==> src/dbm_reg_bank_note_placeholder.sv <==
`timescale 1ns/1ns

==> src/dbm_pkg.sv <==
// Purpose: shared constants and types of the debug module register bank
// Assumes: 18-bit global debug-space addresses, 8-bit register data
// Notes: every offset, field position, reset value and count is named once here
package dbm_pkg;

    // global addresses of the debug space
    localparam logic [17:0] ADDR_REG_LO = 18'h3_ff00;
    localparam logic [17:0] ADDR_STATUS = 18'h3_ff01;
    localparam logic [17:0] ADDR_CCR_HOLD = 18'h3_ff06;
    localparam logic [17:0] ADDR_PAGE = 18'h3_ff08;
    localparam logic [17:0] ADDR_REG_HI = 18'h3_ff0b;
    localparam logic [17:0] ADDR_FAMILY = 18'h3_ff0f;

    // debug_status field positions
    localparam int STS_ENABLE_BIT = 7;
    localparam int STS_ACTIVE_BIT = 6;
    localparam int STS_SDONE_BIT = 4;
    localparam int STS_STEP_BIT = 3;
    localparam int STS_UNSECURE_FLAG_BIT = 1;

    // program_page_index field positions
    localparam int PAGE_ENABLE_BIT = 7;
    localparam int PAGE_SEL_MSB = 3;
    localparam int PAGE_SEL_LSB = 0;

    // reset values
    localparam logic [7:0] CCR_RST_SPECIAL = 8'hd8;
    localparam logic [7:0] CCR_RST_OTHER = 8'h00;
    localparam logic [3:0] PAGE_SEL_RST = 4'h0;
    localparam logic [7:0] READ_ZERO = 8'h00;

    // refused activation costs the processor a short stall
    localparam int REFUSE_DELAY_NS = 100;
    localparam int CLK_PERIOD_NS = 50;
    localparam logic [2:0] REFUSE_CYCLES = 3'((REFUSE_DELAY_NS + CLK_PERIOD_NS - 1) / CLK_PERIOD_NS);

    // originator of a debug-space access
    localparam logic [1:0] SRC_HW_CMD = 2'h0;
    localparam logic [1:0] SRC_FW_STD = 2'h1;
    localparam logic [1:0] SRC_FW_SEC = 2'h2;
    localparam logic [1:0] SRC_USER = 2'h3;

    typedef enum logic [2:0] {
        SEC_OPEN = 3'b001,
        SEC_VERIFY = 3'b010,
        SEC_LOCKED = 3'b100
    } dbm_sec_e;

    typedef enum logic [1:0] {
        ENT_IDLE = 2'b01,
        ENT_STALL = 2'b10
    } dbm_ent_e;

endpackage : dbm_pkg

==> src/dbm_entry_ctl.sv <==
// Purpose: decides whether an activation request enters debug mode
// Assumes: request is a one-cycle pulse on i_clk
// Notes: a refused request stalls briefly and then reports refusal
`timescale 1ns/1ns
module dbm_entry_ctl
    import dbm_pkg::*;
(
    input wire logic i_clk, // system clock
    input wire logic i_reset, // synchronous reset, high
    input wire logic i_req, // activation request pulse
    input wire logic i_enable, // debug enable flag
    input wire logic i_active, // debug already active
    output logic o_enter, // enter debug mode, pulse
    output logic o_refused // request refused, pulse after stall
);

    typedef struct packed {
        dbm_ent_e st;
        logic [2:0] cnt;
        logic enter;
        logic refused;
    } dbm_ent_s;

    dbm_ent_s st_r;
    dbm_ent_s st_nxt;

    always_comb begin
        st_nxt = st_r;
        st_nxt.enter = 1'b0;
        st_nxt.refused = 1'b0;
        case (st_r.st)
            ENT_IDLE: begin
                if (i_req && !i_active) begin
                    if (i_enable) begin
                        st_nxt.enter = 1'b1;
                    end else begin
                        st_nxt.st = ENT_STALL;
                        st_nxt.cnt = REFUSE_CYCLES;
                    end
                end
            end
            ENT_STALL: begin
                st_nxt.cnt = st_r.cnt - 3'h1;
                if (st_r.cnt == 3'h1) begin
                    st_nxt.st = ENT_IDLE;
                    st_nxt.refused = 1'b1;
                end
            end
            default: begin
                st_nxt.st = ENT_IDLE;
            end
        endcase
    end

    always_ff @(posedge i_clk) begin
        if (i_reset) begin
            st_r <= '{st: ENT_IDLE, cnt: 3'h0, enter: 1'b0, refused: 1'b0};
        end else begin
            st_r <= st_nxt;
        end
    end

    assign o_enter = st_r.enter;
    assign o_refused = st_r.refused;

endmodule : dbm_entry_ctl

==> src/dbm_reg_bank.sv <==
// Purpose: debug module register bank (status, condition-code holding, page index, family_identifier)
// Assumes: debug-space commands arrive already decoded on one access port
// Notes: all inputs come from logic on i_clk; no synchronisers needed
//
// Overview of operation
// - enable flag gates activation, memory commands unaffected
// - enable set at special reset unless secured
// - active set by entry, cleared by firmware store
// - active maps firmware table; clearing returns user
// - shift-done set after data, cleared next command
// - single-step flag held until resume command
// - unsecure zero at secure entry; secure firmware writes
// - erase pass sets unsecure, drops secure table
// - unsecure set lets flash security bits change
// - registers accessible only via debug, unsecured
// - entry copies processor condition codes into holding
// - holding resets D8 special, zero otherwise
// - holding write changes resumed condition codes
// - page access enable applies paging to accesses
// - debug-space commands never paged or global
// - page select bits choose program page
// - family identifier readable while debug active
// - register window hidden from user programs
// - registers serviced through debug-space read/write commands
`timescale 1ns/1ns
module dbm_reg_bank
    import dbm_pkg::*;
#(
    parameter logic [7:0] FAMILY_IDENTIFIER = 8'h5a // arbitrary value
)(
    input wire logic i_clk, // system clock, 20 MHz
    input wire logic i_reset, // synchronous reset, high
    input wire logic i_special_sc, // special single chip mode
    input wire logic i_secured, // flash security set to secured
    input wire logic i_erase_done, // erase verify finished, pulse
    input wire logic i_erase_pass, // erase verify result with done
    input wire logic i_acc_rd, // debug-space read strobe
    input wire logic i_acc_wr, // debug-space write strobe
    input wire logic [1:0] i_acc_src, // originator of access
    input wire logic [17:0] i_acc_addr, // global address
    input wire logic [7:0] i_acc_wdata, // write data
    input wire logic i_enter_req, // activation request pulse
    input wire logic [7:0] i_cpu_ccr, // processor condition codes
    input wire logic i_cmd_received, // new command received, pulse
    input wire logic i_data_phase_done, // data phase finished, pulse
    input wire logic i_single_step_cmd, // single-step recognised, pulse
    input wire logic i_resume_cmd, // resume or resume-until, pulse
    input wire logic i_bd_space, // current command is debug-space
    output logic [7:0] o_rdata, // read data, registered
    output logic o_rvalid, // read data valid, pulse
    output logic o_debug_enable, // debug enable flag
    output logic o_debug_active, // debug active flag
    output logic o_fw_table_mapped, // standard firmware table in map
    output logic o_secure_table_mapped, // secure firmware table in map
    output logic o_return_to_user, // exit to user code, pulse
    output logic o_enter_refused, // activation refused, pulse
    output logic [7:0] o_resume_ccr, // condition codes to resume with
    output logic o_paged_access, // apply paging to this access
    output logic [3:0] o_page_select, // selected program page
    output logic o_flash_sec_changeable // flash security may change
);

    typedef struct packed {
        dbm_sec_e sec;
        logic enable;
        logic active;
        logic sdone;
        logic step;
        logic unsecure_flag;
        logic [7:0] condition_code_register;
        logic page_en;
        logic [3:0] page_sel;
        logic [7:0] rdata;
        logic rvalid;
        logic exit_pulse;
    } dbm_state_s;

    dbm_state_s st_r;
    dbm_state_s st_nxt;
    dbm_state_s st_rst;
    logic enter;
    logic locked;
    logic allowed;
    logic wr_ok;

    function automatic logic hit(input logic [17:0] addr, input logic [17:0] target);
        hit = (addr == target);
    endfunction : hit

    dbm_entry_ctl u_entry (
        .i_clk(i_clk),
        .i_reset(i_reset),
        .i_req(i_enter_req),
        .i_enable(st_r.enable),
        .i_active(st_r.active),
        .o_enter(enter),
        .o_refused(o_enter_refused)
    );

    // device counts as secured until the unsecure flag is set
    assign locked = i_secured && !st_r.unsecure_flag;
    assign allowed = (i_acc_src != SRC_USER) && !locked;
    assign wr_ok = i_acc_wr && allowed;

    always_comb begin
        st_rst = '0;
        st_rst.enable = i_special_sc && !i_secured;
        st_rst.active = i_special_sc && !i_secured;
        st_rst.unsecure_flag = 1'b0;
        st_rst.condition_code_register = i_special_sc ? CCR_RST_SPECIAL : CCR_RST_OTHER;
        st_rst.page_sel = PAGE_SEL_RST;
        if (!i_secured) begin
            st_rst.sec = SEC_OPEN;
        end else if (i_special_sc) begin
            st_rst.sec = SEC_VERIFY;
        end else begin
            st_rst.sec = SEC_LOCKED;
        end
    end

    always_comb begin
        st_nxt = st_r;
        st_nxt.rvalid = 1'b0;
        st_nxt.exit_pulse = 1'b0;

        // clears first so that a hardware set in the same cycle wins
        if (i_cmd_received) begin
            st_nxt.sdone = 1'b0;
        end
        if (i_resume_cmd) begin
            st_nxt.step = 1'b0;
        end

        if (wr_ok && hit(i_acc_addr, ADDR_STATUS)) begin
            st_nxt.enable = i_acc_wdata[STS_ENABLE_BIT];
            st_nxt.sdone = i_acc_wdata[STS_SDONE_BIT];
            st_nxt.step = i_acc_wdata[STS_STEP_BIT];
            st_nxt.unsecure_flag = i_acc_wdata[STS_UNSECURE_FLAG_BIT];
            if (i_acc_src == SRC_FW_STD && !i_acc_wdata[STS_ACTIVE_BIT]) begin
                st_nxt.active = 1'b0;
            end
        end
        if (i_acc_wr && locked && i_special_sc && i_acc_src == SRC_FW_SEC
            && hit(i_acc_addr, ADDR_STATUS)) begin
            st_nxt.unsecure_flag = i_acc_wdata[STS_UNSECURE_FLAG_BIT];
            st_nxt.enable = i_acc_wdata[STS_ENABLE_BIT];
        end
        if (wr_ok && hit(i_acc_addr, ADDR_CCR_HOLD)) begin
            st_nxt.condition_code_register = i_acc_wdata;
        end
        if (wr_ok && hit(i_acc_addr, ADDR_PAGE)) begin
            st_nxt.page_en = i_acc_wdata[PAGE_ENABLE_BIT];
            st_nxt.page_sel = i_acc_wdata[PAGE_SEL_MSB:PAGE_SEL_LSB];
        end

        if (i_data_phase_done) begin
            st_nxt.sdone = 1'b1;
        end
        if (i_single_step_cmd) begin
            st_nxt.step = 1'b1;
        end

        // entry beats a concurrent write to the holding register
        if (enter) begin
            st_nxt.active = 1'b1;
            st_nxt.condition_code_register = i_cpu_ccr;
        end

        if (st_r.active && !st_nxt.active) begin
            st_nxt.exit_pulse = 1'b1;
            st_nxt.sdone = 1'b0;
        end

        case (st_r.sec)
            SEC_OPEN: begin
                st_nxt.sec = SEC_OPEN;
            end
            SEC_VERIFY: begin
                if (i_erase_done) begin
                    st_nxt.enable = 1'b1;
                    if (i_erase_pass) begin
                        st_nxt.unsecure_flag = 1'b1;
                        st_nxt.sec = SEC_OPEN;
                    end else begin
                        st_nxt.unsecure_flag = 1'b0;
                        st_nxt.sec = SEC_LOCKED;
                    end
                end
            end
            SEC_LOCKED: begin
                // firmware loops; only a secure firmware store of the unsecure flag leaves this state
                if (st_nxt.unsecure_flag) begin
                    st_nxt.sec = SEC_OPEN;
                end
            end
            default: begin
                st_nxt.sec = SEC_LOCKED;
            end
        endcase

        if (i_acc_rd) begin
            st_nxt.rvalid = 1'b1;
            st_nxt.rdata = READ_ZERO;
            if (allowed) begin
                if (hit(i_acc_addr, ADDR_STATUS)) begin
                    st_nxt.rdata[STS_ENABLE_BIT] = st_r.enable;
                    st_nxt.rdata[STS_ACTIVE_BIT] = st_r.active;
                    st_nxt.rdata[STS_SDONE_BIT] = st_r.sdone;
                    st_nxt.rdata[STS_STEP_BIT] = st_r.step;
                    st_nxt.rdata[STS_UNSECURE_FLAG_BIT] = st_r.unsecure_flag;
                end else if (hit(i_acc_addr, ADDR_CCR_HOLD)) begin
                    st_nxt.rdata = st_r.condition_code_register;
                end else if (hit(i_acc_addr, ADDR_PAGE)) begin
                    st_nxt.rdata[PAGE_ENABLE_BIT] = st_r.page_en;
                    st_nxt.rdata[PAGE_SEL_MSB:PAGE_SEL_LSB] = st_r.page_sel;
                end else if (hit(i_acc_addr, ADDR_FAMILY) && st_r.active) begin
                    st_nxt.rdata = FAMILY_IDENTIFIER;
                end
            end
        end
    end

    always_ff @(posedge i_clk) begin
        if (i_reset) begin
            st_r <= st_rst;
        end else begin
            st_r <= st_nxt;
        end
    end

    assign o_rdata = st_r.rdata;
    assign o_rvalid = st_r.rvalid;
    assign o_debug_enable = st_r.enable;
    assign o_debug_active = st_r.active;
    assign o_fw_table_mapped = st_r.active;
    assign o_secure_table_mapped = (st_r.sec == SEC_VERIFY);
    assign o_return_to_user = st_r.exit_pulse;
    assign o_resume_ccr = st_r.condition_code_register;
    // debug-space commands bypass paging whatever the enable says
    assign o_paged_access = st_r.page_en && !i_bd_space;
    assign o_page_select = st_r.page_sel;
    // meaningless once the flash itself is configured unsecure
    assign o_flash_sec_changeable = st_r.unsecure_flag && i_secured;

    // helper: cycle after reset release
    logic post_rst_r;
    logic post_special_r;
    logic post_secured_r;

    always_ff @(posedge i_clk) begin
        post_rst_r <= i_reset;
        post_special_r <= i_special_sc;
        post_secured_r <= i_secured;
    end

    AST_RESET_ENABLE: assert property (@(posedge i_clk) disable iff (i_reset)
        post_rst_r |-> (o_debug_enable == (post_special_r && !post_secured_r)))
        else $error("enable flag wrong after reset");

    AST_RESET_CCR: assert property (@(posedge i_clk) disable iff (i_reset)
        post_rst_r |-> (o_resume_ccr == (post_special_r ? CCR_RST_SPECIAL : CCR_RST_OTHER)))
        else $error("holding register wrong after reset");

    AST_REFUSED_STAYS_IDLE: assert property (@(posedge i_clk) disable iff (i_reset)
        (i_enter_req && !o_debug_enable && !o_debug_active) |=> !o_debug_active [*3])
        else $error("activation not refused while disabled");

    AST_ACTIVE_SET_BY_ENTRY: assert property (@(posedge i_clk) disable iff (i_reset)
        $rose(o_debug_active) |-> $past(enter))
        else $error("active flag set without entry");

    AST_ACTIVE_CLR_BY_FW: assert property (@(posedge i_clk) disable iff (i_reset)
        $fell(o_debug_active) |-> $past(i_acc_wr) && ($past(i_acc_src) == SRC_FW_STD) && o_return_to_user)
        else $error("active flag cleared without firmware store");

    AST_SDONE_SET: assert property (@(posedge i_clk) disable iff (i_reset)
        i_data_phase_done |=> st_r.sdone || $fell(o_debug_active))
        else $error("shift-done not set after data phase");

    AST_SDONE_CLR: assert property (@(posedge i_clk) disable iff (i_reset)
        (i_cmd_received && !i_data_phase_done && !i_acc_wr) |=> !st_r.sdone)
        else $error("shift-done not cleared on new command");

    AST_STEP_HOLD: assert property (@(posedge i_clk) disable iff (i_reset)
        (st_r.step && !i_resume_cmd && !i_acc_wr) |=> st_r.step)
        else $error("single-step flag dropped before resume");

    AST_CCR_CAPTURE: assert property (@(posedge i_clk) disable iff (i_reset)
        enter |=> (o_resume_ccr == $past(i_cpu_ccr)) && o_debug_active)
        else $error("condition codes not captured on entry");

    AST_SECURED_READ_ZERO: assert property (@(posedge i_clk) disable iff (i_reset)
        (i_acc_rd && i_secured && !st_r.unsecure_flag) |=> (o_rvalid && o_rdata == READ_ZERO))
        else $error("secured read returned data");

    AST_USER_READ_ZERO: assert property (@(posedge i_clk) disable iff (i_reset)
        (i_acc_rd && i_acc_src == SRC_USER) |=> (o_rdata == READ_ZERO))
        else $error("user program read debug register");

    AST_BD_NOT_PAGED: assert property (@(posedge i_clk) disable iff (i_reset)
        i_bd_space |-> !o_paged_access)
        else $error("debug-space command paged");

    AST_ERASE_PASS: assert property (@(posedge i_clk) disable iff (i_reset)
        (st_r.sec == SEC_VERIFY && i_erase_done && i_erase_pass)
        |=> (st_r.unsecure_flag && o_debug_enable && !o_secure_table_mapped))
        else $error("erase pass did not unsecure");

    AST_ERASE_FAIL: assert property (@(posedge i_clk) disable iff (i_reset)
        (st_r.sec == SEC_VERIFY && i_erase_done && !i_erase_pass && !i_acc_wr)
        |=> (!st_r.unsecure_flag && o_debug_enable))
        else $error("erase fail left unsecure set");

    AST_FAMILY_READ: assert property (@(posedge i_clk) disable iff (i_reset)
        (i_acc_rd && allowed && o_debug_active && i_acc_addr == ADDR_FAMILY) |=> (o_rdata == FAMILY_IDENTIFIER))
        else $error("family identifier not returned");

    AST_EXIT_CLEARS_SDONE: assert property (@(posedge i_clk) disable iff (i_reset)
        $fell(o_debug_active) |-> !st_r.sdone)
        else $error("shift-done kept after exit");

    AST_PAGE_WRITE: assert property (@(posedge i_clk) disable iff (i_reset)
        (wr_ok && hit(i_acc_addr, ADDR_PAGE)) |=> (o_page_select == 4'($past(i_acc_wdata))))
        else $error("page select not written");

    AST_LOCKED_WRITE_IGNORED: assert property (@(posedge i_clk) disable iff (i_reset)
        (i_acc_wr && locked && i_acc_src == SRC_HW_CMD && !i_erase_done) |=> $stable(st_r.unsecure_flag))
        else $error("secured write changed unsecure flag");

    CV_ENTRY: cover property (@(posedge i_clk) disable iff (i_reset)
        enter ##1 o_debug_active);

    CV_EXIT: cover property (@(posedge i_clk) disable iff (i_reset)
        o_debug_active ##1 o_return_to_user);

    CV_REFUSED: cover property (@(posedge i_clk) disable iff (i_reset)
        o_enter_refused);

    CV_UNSECURE: cover property (@(posedge i_clk) disable iff (i_reset)
        $rose(st_r.unsecure_flag) && o_secure_table_mapped == 1'b0);

    CV_SECURE_FW_UNLOCK: cover property (@(posedge i_clk) disable iff (i_reset)
        st_r.sec == SEC_LOCKED ##1 st_r.sec == SEC_OPEN);

endmodule : dbm_reg_bank

==> config.mk <==
export PLATFORM = sky130hd
export DESIGN_NAME = dbm_reg_bank
export DESIGN_NICKNAME = d
export VERILOG_FILES = /design/src/dbm_reg_bank_note_placeholder.sv /design/src/dbm_pkg.sv /design/src/dbm_entry_ctl.sv /design/src/dbm_reg_bank.sv
export SDC_FILE = /design/constraint.sdc
export NUM_CORES = 1
export LEC_CHECK = 0
export ABC_CLOCK_PERIOD_IN_PS = 4900
export BUFFER_PORTS_ARGS = -buffer_cell sky130_fd_sc_hd__buf_2
export CORE_MARGIN = 10
export CORE_UTILIZATION = 48
export DETAILED_ROUTE_END_ITERATION = 16
export PLACE_DENSITY = 0.86
export SETUP_SLACK_MARGIN = 0.1
export SLEW_MARGIN = 20
export SYNTH_ARGS = -nofsm -noshare
export SYNTH_HDL_FRONTEND = slang
export SYNTH_HIERARCHICAL = 1
export SYNTH_SLANG_ARGS = --single-unit
==> constraint.sdc <==
create_clock -name i_clk -period 4.9 [get_ports i_clk]
set_input_delay 0.735 -clock i_clk [delete_from_list [all_inputs] [get_ports i_clk]]
set_output_delay 0.735 -clock i_clk [all_outputs]
set_load 0.02 [all_outputs]
==> results_dict.tcl <==
set metrics [dict create \
    status "complete, no violations" \
    drive_gt1_share_pct 34.4 \
    power_density_nw_per_um2 277 \
    min_path_type "reg -> reg" \
    synth_xor_area_share_pct 0.400 \
    dp_hpwl_um 4920 \
    final.min_clock_period_ps 2770 \
    cts_setup_buffers 0 \
    required_ps 4820 \
    fin_nets 345 \
    synth_nets 288 \
    grt.total_usage_pct 15.9 \
    yosys.area_share.adder_pct 1.14 \
    ff2ff_path_depth 3 \
    clock_path_buffers 2 \
    r2r_setup_slack_ps 3040 \
    timing.fmax_mhz 361 \
    synthFlopType "dfxtp_1" \
    core-area_um2 4380 \
    cellLeakagePower_uw 0.00109 \
    place_area_um2 2450 \
    rsz0062_at_grt "no" \
    synth_cells 236 \
    start_util_pct 49.9 \
    peakVddDrop_mv 0.197 \
    critical_path_class "in -> reg" \
    wl_per_cell_um 17.7 \
    grt_pass1_vias 2094 \
    fin_worst_skew_ps 6.64 \
    antennaDiodeCount 0 \
    post-route-drc-count 0 \
    rows 24 \
    syn_area_um2 2190 \
    worst_slew_pin_slew_ps 745 \
    finalCritPeriodShare_pct 56.5 \
    fin_tns_setup_ps 0 \
    worstPathMaxFanout 11 \
    end_kind "flop" \
    synth_top_family_by_area "simple AND/OR/NAND/NOR gates" \
    post_cts_resize_count 0 \
    max_cap_violations 0 \
    yosys-mux-area-fraction_pct 6.86 \
    dieArea_um2 7660 \
    gp_congestion 0.892 \
    root_buffer "clkbuf_8" \
    worstPathArrival_ps 2690 \
    nFillCells 386 \
    cts_buffers 5 \
    die_w_um 87.5 \
    vias 2016 \
    synth-edff-count 11 \
    totalWireLength_um 6110 \
    setup_violations 0 \
    drt_iter0_markers 122 \
    vias_per_cell 5.83 \
    synth_cell_type_count 56 \
    global_route.overflow_total 0 \
    hold_depth 1 \
    placed_cells 338 \
    yosysTopAreaCellShare_pct 24.7 \
    cp_cell_sequence "buf_2 -> nor4b_2 -> nand4_1 -> nor2_1 -> nand2_1 -> o21ai_1" \
    grt_max_degree 36 \
    clk_latency_ps 300 \
    synth-seq-cells 38 \
    ant_nets 0 \
    yosys.area.top_type "dfxtp_1" \
    stdcell_count 346 \
    avgSynthCellArea_um2 9.28 \
    cts_num_sinks 38 \
    final_area_um2 2540 \
    max_stage_delay_ps 590 \
    synthSimpleGateAreaFrac_pct 26.6 \
    finalHoldViolations 0 \
    whs_ps 441 \
    yosys_warnings 6 \
    grt_pass1_wl_um 9800 \
    synth_compound_area_share_pct 14.7 \
    antenna_found_initial 0 \
    cts_tree "yes" \
    cts.hold.buffers_added 0 \
    io_pins 79 \
    h-tree-depth 2 \
    first_pass_iters 4 \
    worst_setup_path_start_kind "input pin" \
    ys_top_cells_by_area "dfxtp_1 (25%), edfxtp_1 (15%), buf_4 (7.2%)" \
    ys_async_sr_fraction_pct 0 \
    slew_viol_final 0 \
    yosysSeqAreaShare_pct 39.8 \
    crit_path_top_delay_cell "o21ai_1" \
    fp.dieH_um 87.5 \
    syn_to_final_growth_pct 16.2 \
    slew_headroom_pct 50.0 \
    cts.clk_slew.worst_paths_ps 70 \
    io_buffer_count 78 \
]
==> final timing paths <==
path / startpoint / endpoint
setup / recovery: i_acc_addr[4] / o_resume_ccr[7]
hold / removal: u_entry/st_r[4] / u_entry/o_refused
setup reg to reg: st_r[23] / o_resume_ccr[7]
hold reg to reg: u_entry/st_r[4] / u_entry/o_refused
==> area by class of cell <==
class	instances	area, µm²	share of cell area [%]
flip-flops and latches	38	871	34.2
clock inverters	1	5.00	0.197
inverters	10	37.5	1.48
repair buffers	78	390	15.3
multi-input cells	160	1090	42.8
well taps	52	65.1	2.56
clock buffers	7	86.3	3.39
==> routing by layer <==
layer | wire [µm] | GRT usage (%) | up-vias
met1 | 2330 | 17.7 | 960
met5 | 0 | 0 | -
met4 | 151 | 6.96 | 0
met2 | 3140 | 27.6 | 91
met3 | 492 | 4.74 | 14
li1 | - | - | 951
==> state kept, by name, indices dropped and copies added (netlist names), 4 cells and up <==
signal / flops
o_rdata: 8
o_resume_ccr: 8
u_entry/st_r: 5
o_page_select: 4
st_r: 7
==> worst max-delay path: cells and delay by family <==
| kind | cells | cell delay (ps) |
|---|---|---|
| buffers and inverters | 1 | 110 |
| AOI/OAI and AO/OA | 1 | 590 |
| and+or+nand+nor | 4 | 1250 |
==> synth_stat cells, types with 3 or more instances <==
library cell	instances
a31oi_1	4
mux2i_1	15
nand3_1	5
nor2b_1	9
nor3_1	6
clkbuf_1	5
edfxtp_1	11
and3_1	4
o21ai_0	9
nor4_1	4
nand2_1	11
nor3b_1	5
nor2_1	19
a32oi_1	3
buf_4	21
inv_1	10
dfxtp_1	27
a21oi_1	19
==> per-stage QoR <==
step | util (%) | setup WS, ps | power, µW
CTS | 58.0 | 1800 | 706
finish | 58.0 | 2130 | 705
detailed placement | 55.9 | 1500 | 486
global route | 58.0 | 1850 | 737
floorplan | - | 2240 | 441
global placement | 55.9 | 1720 | 480
==> cell families (layout without fill, tap and decap cells) <==
group | after synthesis | after routing
xor+xnor | 1 | 1
buf+inv | 38 | 96
fa+ha+maj | 2 | 2
simple gates | 91 | 91
flops | 38 | 38
compound gates | 51 | 51
mux | 15 | 15
==> report_power, final <==
group | internal, µW | total [µW] | switching (µW)
logic | 49.8 | 117 | 67.1
registers | 346 | 363 | 16.7
clock network | 114 | 226 | 112
total | 509 | 705 | 196
==> cell usage in the layout (no fill, tap or decap), types with 2 or more instances in the layout <==
master | Yosys | layout
inv_1 | 10 | 10
a32oi_1 | 3 | 3
nor2_1 | 19 | 19
nand4_1 | 2 | 2
o31a_1 | 2 | 2
nand3b_1 | 2 | 2
and3_1 | 4 | 4
nor3_1 | 6 | 6
o22ai_1 | 2 | 2
mux2i_1 | 15 | 15
nor3b_1 | 5 | 5
and4_1 | 2 | 2
buf_2 | 1 | 78
dfxtp_1 | 27 | 27
nor2b_1 | 9 | 9
and2_1 | 2 | 2
clkbuf_8 | 0 | 6
nor4_1 | 4 | 4
ha_1 | 2 | 2
nand3_1 | 5 | 5
nand2_1 | 11 | 11
edfxtp_1 | 11 | 11
o21bai_1 | 2 | 2
a21oi_1 | 19 | 19
or2_2 | 2 | 2
nand2b_1 | 2 | 2
o21ai_1 | 1 | 2
a31oi_1 | 4 | 4
o311ai_0 | 2 | 2
o21ai_0 | 9 | 8
Note: power is estimated with default switching activity, not from simulation.
